===== config.mk =====
export PLATFORM = sky130hd
export DESIGN_NAME = adc_readout_device_flat
export DESIGN_NICKNAME = d
export VERILOG_FILES = /design/src/verilog/adc_readout_pkg.sv /design/src/verilog/adc_readout_if.sv /design/src/verilog/adc_sinc_filter.sv /design/src/verilog/adc_readout_device.sv /design/src/flat_wrapper.sv
export SDC_FILE = /design/constraint.sdc
export NUM_CORES = 1
export LEC_CHECK = 0
export ABC_CLOCK_PERIOD_IN_PS = 12550
export BUFFER_PORTS_ARGS = -buffer_cell sky130_fd_sc_hd__buf_2
export CELL_PAD_IN_SITES_DETAIL_PLACEMENT = 1
export CELL_PAD_IN_SITES_GLOBAL_PLACEMENT = 2
export CORE_ASPECT_RATIO = 0.6
export CORE_MARGIN = 2
export CORE_UTILIZATION = 42
export CTS_CLUSTER_DIAMETER = 30
export DETAILED_ROUTE_END_ITERATION = 8
export MAX_ROUTING_LAYER = met4
export PLACE_DENSITY = 0.87
export SETUP_SLACK_MARGIN = 0.4
export SLEW_MARGIN = 10
export SYNTH_ARGS = -nofsm -noshare
export SYNTH_HDL_FRONTEND = slang
export SYNTH_SLANG_ARGS = --single-unit

===== constraint.sdc =====
create_clock -name i_clk_sys -period 12.55 [get_ports i_clk_sys]
set_clock_uncertainty 0.1 [all_clocks]
set_input_delay 0.6275 -clock i_clk_sys [delete_from_list [all_inputs] [get_ports i_clk_sys]]
set_output_delay 0.6275 -clock i_clk_sys [all_outputs]
set_load 0.05 [all_outputs]

===== src/verilog/adc_readout_pkg.sv =====
// shared constants for the converter readout link and both of its ends
package adc_readout_pkg;
  // ====================================================================
  // result format
  localparam int RESULT_BITS = 24;
  localparam logic [23:0] RESULT_RESET = 24'h000000;
  localparam logic [23:0] RESULT_NEG_FULL = 24'h800000;
  // ====================================================================
  // decimation
  localparam int MOD_DIV = 6;
  localparam int OSR = 64;
  localparam int FILTER_ORDER = 5;
  localparam int SETTLE_SAMPLES = FILTER_ORDER * OSR;
  localparam int SETTLE_CLKS = SETTLE_SAMPLES * MOD_DIV;
  localparam int SETTLE_PERIODS = FILTER_ORDER + 1;
  // ====================================================================
  // conversion period partitioning, in system clocks
  localparam int PERIOD_CLKS = 384;
  localparam int READY_CLKS = 36;
  localparam int SHIFT_CLKS = PERIOD_CLKS - READY_CLKS;
  localparam int WRITE_CLKS = 6;
  localparam int LOW_CLKS = 6;
  localparam int PRE_DATA_CLKS = 6;
  localparam int PRE_READY_CLKS = 24;
  localparam int WRITE_START = 0;
  localparam int LOW_START = WRITE_START + WRITE_CLKS;
  localparam int PRE_DATA_START = LOW_START + LOW_CLKS;
  localparam int SHIFT_START = PRE_DATA_START + PRE_DATA_CLKS;
  localparam int PRE_READY_START = PERIOD_CLKS - PRE_READY_CLKS;
  // ====================================================================
  // synchronisation
  localparam int SYNC_HOLD_PERIODS = 4;
  localparam int SYNC_SAFE_PERIODS = 5;
  localparam int SYNC_PULSE_CLKS = 3;
  // first shift clock delay after the ready phase ends
  localparam int FIRST_SHIFT_NS = 30;
  localparam int CLK_NS = 50;
  localparam int FIRST_SHIFT_CLKS =
    ((FIRST_SHIFT_NS + CLK_NS - 1) / CLK_NS) < 1 ? 1 :
    ((FIRST_SHIFT_NS + CLK_NS - 1) / CLK_NS);
  localparam int HOST_HALF_CLKS = 2;
  localparam int HOST_SYNC_PERIODS = 6;
endpackage


===== src/verilog/adc_readout_if.sv =====
// link between converter readout end and host end
`timescale 1ns/1ps
interface adc_readout_if;
  logic serial_clk;
  logic shared_ready_data_pin;
  modport device (input serial_clk, output shared_ready_data_pin);
  modport host (output serial_clk, input shared_ready_data_pin);
endinterface


===== src/verilog/adc_sinc_filter.sv =====
// fifth order cascade of 64-tap moving averages, one result per 64 samples
`timescale 1ns/1ps
module adc_sinc_filter #(
  parameter int ORDER = 5,
  parameter int RATIO = 64,
  parameter int OUT_BITS = 24
) (
  // clock and reset
  input wire logic i_clk_sys,
  input wire logic i_rst_b,
  input wire logic i_ce,
  // modulator side
  input wire logic i_restart,
  input wire logic i_sample_en,
  input wire logic i_sample_bit,
  // result side
  output logic o_result_en,
  output logic [OUT_BITS-1:0] o_result
);
  // integrator/comb width: 2 + order*log2(ratio) bits; the extra bit keeps
  // positive and negative full scale apart, as the gain reaches both ends
  localparam int W = 2 + ORDER * $clog2(RATIO);
  localparam int CW = $clog2(RATIO);
  logic [W-1:0] integ_reg [ORDER];
  logic [W-1:0] comb_dly_reg [ORDER];
  logic [W-1:0] comb_in [ORDER+1];
  logic [W-1:0] comb_out;
  logic pos_full;
  logic [OUT_BITS-1:0] scaled;
  logic [CW-1:0] dec_cnt_reg;
  logic dec_wrap;
  logic [W-1:0] input_val;
  logic result_en_reg;
  logic [OUT_BITS-1:0] result_reg;

  // modulator bit mapped to +1/-1, integrators accumulate per sample
  assign input_val = i_sample_bit ? W'(1) : {W{1'b1}};
  assign dec_wrap = (dec_cnt_reg == CW'(RATIO - 1));
  assign comb_in[0] = integ_reg[ORDER-1];
  // drop the gain of 64 per stage; positive full scale clips to the top code
  assign comb_out = comb_in[ORDER];
  assign pos_full = !comb_out[W-1] && comb_out[W-2];
  assign scaled = pos_full ? {1'b0, {(OUT_BITS-1){1'b1}}} : comb_out[W-2 -: OUT_BITS];

  genvar g;
  generate
    for (g = 0; g < ORDER; g++) begin : g_stage
      // integrator stage
      always_ff @(posedge i_clk_sys or negedge i_rst_b) begin
        if (!i_rst_b) begin
          integ_reg[g] <= '0;
        end else if (i_ce && i_restart) begin
          integ_reg[g] <= '0;
        end else if (i_ce && i_sample_en) begin
          integ_reg[g] <= integ_reg[g] + ((g == 0) ? input_val : integ_reg[g-((g>0)?1:0)]);
        end
      end
      // comb stage at decimated rate, unpipelined: a register per stage would
      // add a period of latency each and break the settling count
      assign comb_in[g+1] = comb_in[g] - comb_dly_reg[g];
      always_ff @(posedge i_clk_sys or negedge i_rst_b) begin
        if (!i_rst_b) begin
          comb_dly_reg[g] <= '0;
        end else if (i_ce && i_restart) begin
          comb_dly_reg[g] <= '0;
        end else if (i_ce && i_sample_en && dec_wrap) begin
          comb_dly_reg[g] <= comb_in[g];
        end
      end
    end
  endgenerate

  // decimation counter and output; each stage gain of 64 drops via the shift
  always_ff @(posedge i_clk_sys or negedge i_rst_b) begin
    if (!i_rst_b) begin
      dec_cnt_reg <= '0;
      result_en_reg <= 1'b0;
      result_reg <= '0;
    end else if (i_ce) begin
      result_en_reg <= 1'b0;
      if (i_restart) begin
        dec_cnt_reg <= '0;
      end else if (i_sample_en) begin
        dec_cnt_reg <= dec_cnt_reg + CW'(1);
        if (dec_wrap) begin
          result_en_reg <= 1'b1;
          result_reg <= scaled;
        end
      end
    end
  end
  assign o_result_en = result_en_reg;
  assign o_result = result_reg;
endmodule


===== src/verilog/adc_readout_device.sv =====
// converter end: modulator timing, filter, result register and shared pin
`timescale 1ns/1ps
module adc_readout_device (
  // system clock and reset
  input wire logic i_clk_sys,
  input wire logic i_rst_b,
  input wire logic i_ce,
  // modulator bitstream, one bit per modulator sample
  input wire logic i_mod_bit,
  // link
  adc_readout_if.device link,
  // status
  output logic o_mod_in_reset,
  output logic o_result_valid
);
  import adc_readout_pkg::*;

  typedef enum logic [1:0] {
    RUN = 2'b00,
    SYNC_PULSE = 2'b01,
    SYNC_HOLD = 2'b10
  } sync_state_e;

  sync_state_e sync_state_reg, sync_state_next;
  logic [8:0] period_cnt_reg;
  logic [2:0] mod_div_reg;
  logic [2:0] settle_cnt_reg;
  logic [2:0] high_periods_reg;
  logic high_whole_reg;
  logic [1:0] pulse_cnt_reg;
  logic sclk_d_reg;
  logic [23:0] dor_reg;
  logic [4:0] bit_ptr_reg;
  logic pin_reg;
  logic valid_reg;
  logic [23:0] filt_result;
  logic filt_result_en;

  // decode of period position
  wire period_end = (period_cnt_reg == 9'(PERIOD_CLKS - 1));
  wire in_write = (period_cnt_reg < 9'(LOW_START));
  wire in_low = (period_cnt_reg >= 9'(LOW_START)) && (period_cnt_reg < 9'(PRE_DATA_START));
  wire in_pre_data = (period_cnt_reg >= 9'(PRE_DATA_START)) &&
                     (period_cnt_reg < 9'(SHIFT_START));
  wire in_pre_ready = (period_cnt_reg >= 9'(PRE_READY_START));
  wire write_start = (period_cnt_reg == 9'(WRITE_START));
  wire pre_ready_start = (period_cnt_reg == 9'(PRE_READY_START));
  wire sclk_fall = sclk_d_reg && !link.serial_clk;
  wire running = (sync_state_reg == RUN);
  wire mod_tick = running && (mod_div_reg == 3'(MOD_DIV - 1));
  wire settled = (settle_cnt_reg == 3'(SETTLE_PERIODS - 1));
  wire release_sync = (sync_state_reg != RUN) && sclk_fall;
  wire pulse_done = (pulse_cnt_reg == 2'(SYNC_PULSE_CLKS - 1));
  wire sync_detect = running && period_end && high_whole_reg && link.serial_clk &&
                     (high_periods_reg == 3'(SYNC_HOLD_PERIODS - 1));
  wire shift_bit = (bit_ptr_reg < 5'(RESULT_BITS)) ? dor_reg[5'(RESULT_BITS - 1) - bit_ptr_reg]
                                                  : 1'b0;

  // decimation filter fed at the modulator rate
  adc_sinc_filter #(
    .ORDER(FILTER_ORDER),
    .RATIO(OSR),
    .OUT_BITS(RESULT_BITS)
  ) u_filter (
    .i_clk_sys(i_clk_sys),
    .i_rst_b(i_rst_b),
    .i_ce(i_ce),
    .i_restart(!running),
    .i_sample_en(mod_tick),
    .i_sample_bit(i_mod_bit),
    .o_result_en(filt_result_en),
    .o_result(filt_result)
  );

  // synchronisation state machine
  always_comb begin
    sync_state_next = sync_state_reg;
    case (sync_state_reg)
      RUN: if (sync_detect) sync_state_next = SYNC_PULSE;
      SYNC_PULSE: begin
        if (release_sync) sync_state_next = RUN;
        else if (pulse_done) sync_state_next = SYNC_HOLD;
      end
      SYNC_HOLD: if (release_sync) sync_state_next = RUN;
      default: sync_state_next = RUN;
    endcase
  end

  // modulator divider and period counter; both restart on release
  always_ff @(posedge i_clk_sys or negedge i_rst_b) begin
    if (!i_rst_b) begin
      sync_state_reg <= RUN;
      mod_div_reg <= '0;
      period_cnt_reg <= '0;
      pulse_cnt_reg <= '0;
      sclk_d_reg <= 1'b0;
    end else if (i_ce) begin
      sync_state_reg <= sync_state_next;
      sclk_d_reg <= link.serial_clk;
      pulse_cnt_reg <= (sync_state_reg == SYNC_PULSE) ? pulse_cnt_reg + 2'd1 : 2'd0;
      mod_div_reg <= (!running || mod_div_reg == 3'(MOD_DIV - 1)) ? 3'd0 : mod_div_reg + 3'd1;
      period_cnt_reg <= (!running || period_end) ? 9'd0 : period_cnt_reg + 9'd1;
    end
  end

  // count whole periods with the serial clock held high
  always_ff @(posedge i_clk_sys or negedge i_rst_b) begin
    if (!i_rst_b) begin
      high_whole_reg <= 1'b0;
      high_periods_reg <= '0;
    end else if (i_ce) begin
      if (!running || period_end) begin
        high_whole_reg <= 1'b1;
        if (!running || !(high_whole_reg && link.serial_clk)) begin
          high_periods_reg <= '0;
        end else if (high_periods_reg != 3'(SYNC_HOLD_PERIODS - 1)) begin
          high_periods_reg <= high_periods_reg + 3'd1;
        end
      end else if (!link.serial_clk) begin
        high_whole_reg <= 1'b0;
      end
    end
  end

  // settling: ready pulses suppressed until six full periods after restart
  always_ff @(posedge i_clk_sys or negedge i_rst_b) begin
    if (!i_rst_b) begin
      settle_cnt_reg <= '0;
      valid_reg <= 1'b0;
    end else if (i_ce) begin
      if (!running) begin
        settle_cnt_reg <= '0;
        valid_reg <= 1'b0;
      end else if (period_end) begin
        if (!settled) settle_cnt_reg <= settle_cnt_reg + 3'd1;
        valid_reg <= settled;
      end
    end
  end

  // result register loaded in the write interval; pointer reset at write and pre-ready
  always_ff @(posedge i_clk_sys or negedge i_rst_b) begin
    if (!i_rst_b) begin
      dor_reg <= RESULT_RESET;
      bit_ptr_reg <= '0;
    end else if (i_ce) begin
      if (running && write_start) begin
        dor_reg <= filt_result;
      end
      if (write_start || pre_ready_start || !running) begin
        bit_ptr_reg <= '0;
      end else if (!in_write && !in_low && !in_pre_data && !in_pre_ready && sclk_fall &&
                   bit_ptr_reg != 5'(RESULT_BITS)) begin
        bit_ptr_reg <= bit_ptr_reg + 5'd1;
      end
    end
  end

  // shared pin drive, one flip-flop
  always_ff @(posedge i_clk_sys or negedge i_rst_b) begin
    if (!i_rst_b) begin
      pin_reg <= 1'b1;
    end else if (i_ce) begin
      if (sync_state_next == SYNC_PULSE) pin_reg <= 1'b0;
      else if (!running) pin_reg <= 1'b1;
      else if (in_pre_ready || period_end) pin_reg <= 1'b1;
      else if (in_write) pin_reg <= 1'b1;
      else if (in_low) pin_reg <= !valid_reg;
      else if (in_pre_data) pin_reg <= 1'b1;
      else pin_reg <= shift_bit;
    end
  end

  assign link.shared_ready_data_pin = pin_reg;
  always_ff @(posedge i_clk_sys or negedge i_rst_b) begin
    if (!i_rst_b) begin
      o_mod_in_reset <= 1'b0;
      o_result_valid <= 1'b0;
    end else if (i_ce) begin
      o_mod_in_reset <= (sync_state_next != RUN);
      o_result_valid <= valid_reg;
    end
  end
endmodule


===== src/flat_wrapper.sv =====
// flat-port wrapper written by rule: the top's interface ports become plain ports
module adc_readout_device_flat import adc_readout_pkg::*;
  (i_clk_sys, i_rst_b, i_ce, i_mod_bit, o_mod_in_reset, o_result_valid, link_serial_clk, link_shared_ready_data_pin);
  adc_readout_if link_i ();
  input wire logic i_clk_sys;
  input wire logic i_rst_b;
  input wire logic i_ce;
  input wire logic i_mod_bit;
  output logic o_mod_in_reset;
  output logic o_result_valid;
  input wire logic [$bits(link_i.serial_clk)-1:0] link_serial_clk;
  output wire logic [$bits(link_i.shared_ready_data_pin)-1:0] link_shared_ready_data_pin;
  assign link_i.serial_clk = link_serial_clk;
  assign link_shared_ready_data_pin = link_i.shared_ready_data_pin;
  adc_readout_device u_core (.i_clk_sys(i_clk_sys), .i_rst_b(i_rst_b), .i_ce(i_ce), .i_mod_bit(i_mod_bit), .link(link_i), .o_mod_in_reset(o_mod_in_reset), .o_result_valid(o_result_valid));
endmodule

==> out/results.ini <==
[outcome]
outcome = finished, final reports clean

[clock_tree]
cts.repair_timing.setup_buffer_count = 0
clock_pin_slew_on_the_worst_setup_and_hold_paths_ns = 0.05
clkLatencyLatePin_ns = 0.67
clock_tree.htree_level_count = 3
clock_tree.root_cell = clkbuf_16
cts_max_path_buffers = 3
cts_tree = yes
cts_inserted_buffers = 93
number_of_sinks_on_the_clock_net = 407

[critical_path]
required_ns = 13.03
rr_worst_depth = 49
critical_path.max_fanout = 23
worst_ep_arrival_time_ns = 11.08
crit_path_max_cell_delay_ns = 0.56
crit_path_end_kind = flop
worst_reg2reg_setup_slack_ns = 1.94
rr_endpoint = u_core.u_filter.o_result[4]$_DFFE_PN0P_
cp_startpoint_kind = flop
critical_path_class = flop to flop
slowest_stage = nand3_2
regToRegStartpoint = u_core.u_filter.comb_in[160]$_DFFE_PN0P_

[worst_hold_path]
hold_end = u_core.sclk_d_reg$_DFFE_PN0P_
whs_path_depth = 2
timing.hold.worst.class = primary input to flop
hp-start = link_serial_clk

[layout]
final_net_count = 3791
layout-area-overhead-vs-synth_pct = 14.7
multi_input_comb_area_um2 = 18800
final.fill_count = 8299
utilization_pct = 48.6
final_cell_mix = nand2_1 (433), dfrtp_1 (406), ha_1 (322)
mostFrequentLayoutCell = nand2_1
largest_register_ff_count = 160
register_area_um2 = 10200
drive_above_1_share_pct = 8.12

[yosys]
syn_avg_cell_area_um2 = 8.79
postSynthCellCount = 3446
number_of_nets_in_the_synthesized_netlist = 3782
combinational_family_with_the_most_area_after_synthesis = compound AO/OA/AOI/OAI gates
synth-compound-area-share_pct = 24.5
synth_cell_types = 87
synth_edf_count = 0
synth_simple_gate_area_share_pct = 13.9
synth_ff_type = dfrtp_1
synth-seq-area-share_pct = 33.6
synth_xor_xnor_area_share_pct = 7.91
multiplexer_share_of_the_synthesized_area_pct = 1.66
postSynthRegisterBits = 407
post_synth_fa_ha_maj_area_fraction_pct = 13.9
yosys_warnings = 0
syn-cell-area_um2 = 30300
synthArstFlopShare_pct = 100

[grt]
global_route_wire_length_before_repair_um = 152000
grt_max_degree = 224
total_global_routing_track_utilization_pct = 26.1
overflow = 0
grt_pass1_vias = 27298
grt_antenna_before_repair = 1

[place]
hpwlAfterDp_um = 67100
pre_cts_ws_ns = 2.09
port_buffers = 7
finalWeightedCongestion = 0.852

[die]
vertical_die_dimension_um = 212
fp.dieW_um = 351
die_area_um2 = 74300
rows = 76
placeableCoreArea_um2 = 71500
boundaryPins = 8
initial_core_utilization_pct = 42.3

[routing]
num_vias = 26009
dr.first_iter.drc_count = 1793
detailed_routing_iteration_count_for_the_pre_antenna_repair_pass = 5
met3_wl_post_dr_um = 4170
drc = 0
drt-total-wl_um = 92900
routed_length_per_placed_instance_um = 20.6
drt.antenna.violating_nets = 0
met2_length_um = 37700
highest-signal-layer = met4
routed_metal_1_wirelength_um = 49800
avgViaCountPerCell = 5.77

[sta]
timing.final.setup_violations = 0
drv_slew = 0
finalCriticalPeriod_ns = 10.61
max_freq_mhz = 94.3
grt_setup_unrepaired = false
maxSlewHeadroom_pct = 25.1
tightest_slew_ns = 1.12
final.setup.worst_slack_ns = 1.94
layout_worst_path_cycle_share_pct = 84.5
finalSetupTns_ns = 0
finalHoldViolCount = 0

[power]
leakage_uw = 0.0168
ir_worst_vdd_v = 0.000123
power.density_nw_per_um2 = 129

[flow_run]
drv.max_cap_violation_count = 0

==> critical path, delay by kind of cell, from the launching register on <==
kind / cells / cell delay [ns]
buf+inv: 3 / 0.35
xor+xnor: 4 / 0.72
simple gates: 10 / 1.71
flops: 1 / 0.35
compound gates: 26 / 5.31
fa+ha+maj: 6 / 1.96
==> how the worst max path moves through the flow <==
stage / to / cells after the start / from
2_1_floorplan: u_core.u_filter.o_result[10]$_DFFE_PN0P_ / 48 / u_core.u_filter.comb_dly_reg[128]$_DFFE_PN0P_
3_3_place_gp: u_core.u_filter.o_result[1]$_DFFE_PN0P_ / 49 / u_core.u_filter.comb_in[160]$_DFFE_PN0P_
3_5_place_dp: u_core.u_filter.o_result[2]$_DFFE_PN0P_ / 49 / u_core.u_filter.comb_in[160]$_DFFE_PN0P_
4_1_cts: u_core.u_filter.o_result[4]$_DFFE_PN0P_ / 49 / u_core.u_filter.comb_in[160]$_DFFE_PN0P_
5_1_grt: u_core.u_filter.o_result[2]$_DFFE_PN0P_ / 49 / u_core.u_filter.comb_in[160]$_DFFE_PN0P_
6_report: u_core.u_filter.o_result[4]$_DFFE_PN0P_ / 49 / u_core.u_filter.comb_in[160]$_DFFE_PN0P_
==> report_power, final <==
| group | total, uW | internal, uW | switching (uW) |
|---|---|---|---|
| registers | 1380 | 1350 | 36.2 |
| clock network | 2650 | 1780 | 864 |
| logic | 450 | 125 | 326 |
| total | 4480 | 3250 | 1230 |
==> Yosys cell counts, types with 13 or more instances <==
cell type / instances / share of area [%]
a211oi_1: 19 / 0.47
a21o_1: 175 / 4.3
a21oi_1: 213 / 3.5
a31oi_1: 35 / 0.72
and2_1: 17 / 0.35
and3_1: 30 / 0.62
clkbuf_1: 105 / 1.3
dfrtp_1: 406 / 34
ha_1: 322 / 13
inv_1: 245 / 3.0
mux2_2: 27 / 1.0
nand2_1: 434 / 5.4
nand2b_1: 34 / 0.70
nand3_1: 72 / 1.2
nand4_1: 21 / 0.43
nor2_1: 152 / 1.9
nor2b_1: 33 / 0.68
nor3_1: 63 / 1.0
o211ai_2: 17 / 0.70
o21a_1: 39 / 0.97
o21ai_0: 274 / 4.5
o21bai_1: 43 / 1.1
o31ai_1: 156 / 3.9
or2_2: 13 / 0.27
or3_1: 14 / 0.29
xnor2_1: 147 / 4.3
xor2_1: 121 / 3.5
==> cell families (layout without fill, tap and decap cells) <==
family / after synthesis / count (layout)
compound gates: 1117 / 1117
xor+xnor: 270 / 270
fa+ha+maj: 331 / 331
buf+inv: 360 / 449
flops: 407 / 407
mux: 38 / 38
other cells: 0 / 1
simple gates: 923 / 923
==> what timing repair did <==
| item | 4_1_cts | 5_1_grt |
|---|---|---|
| endpoints found under the hold margin | 88 | 0 |
| setup endpoints to repair | 0 | 0 |
| hold buffers | 1 | 0 |
| gates resized for setup | 0 | 0 |
==> per-stage QoR <==
| stage | std cells | area [um^2] | total power (uW) | hold slack, ns |
|---|---|---|---|---|
| after floorplan | 3446 | 30300 | 1690 | 0.232 |
| after global placement | 4334 | 31300 | 1820 | 0.365 |
| after detailed placement | 4334 | 31300 | 1850 | 0.385 |
| after CTS | 4510 | 34700 | 4520 | 0.128 |
| after global routing | 4511 | 34700 | 4640 | 0.157 |
| final | 4511 | 34700 | 4480 | 0.173 |
==> area by class of cell <==
class,instances,share of cell area [%]
antenna,1,0.00720
inverter,245,2.65
tap,975,3.51
timing repair buffer,29,0.648
multi-input combinational,2679,54.0
clock buffer,117,7.36
sequential,407,29.3
clock inverter,58,2.49
==> metal layers <==
layer  global-route usage, %  vias up
li1                        -    12395
met1                    39.7    13136
met2                    35.8      387
met3                    4.68       91
met4                    5.22        0
met5                       -        -
No activity file was read; power rests on OpenSTA's default activity.
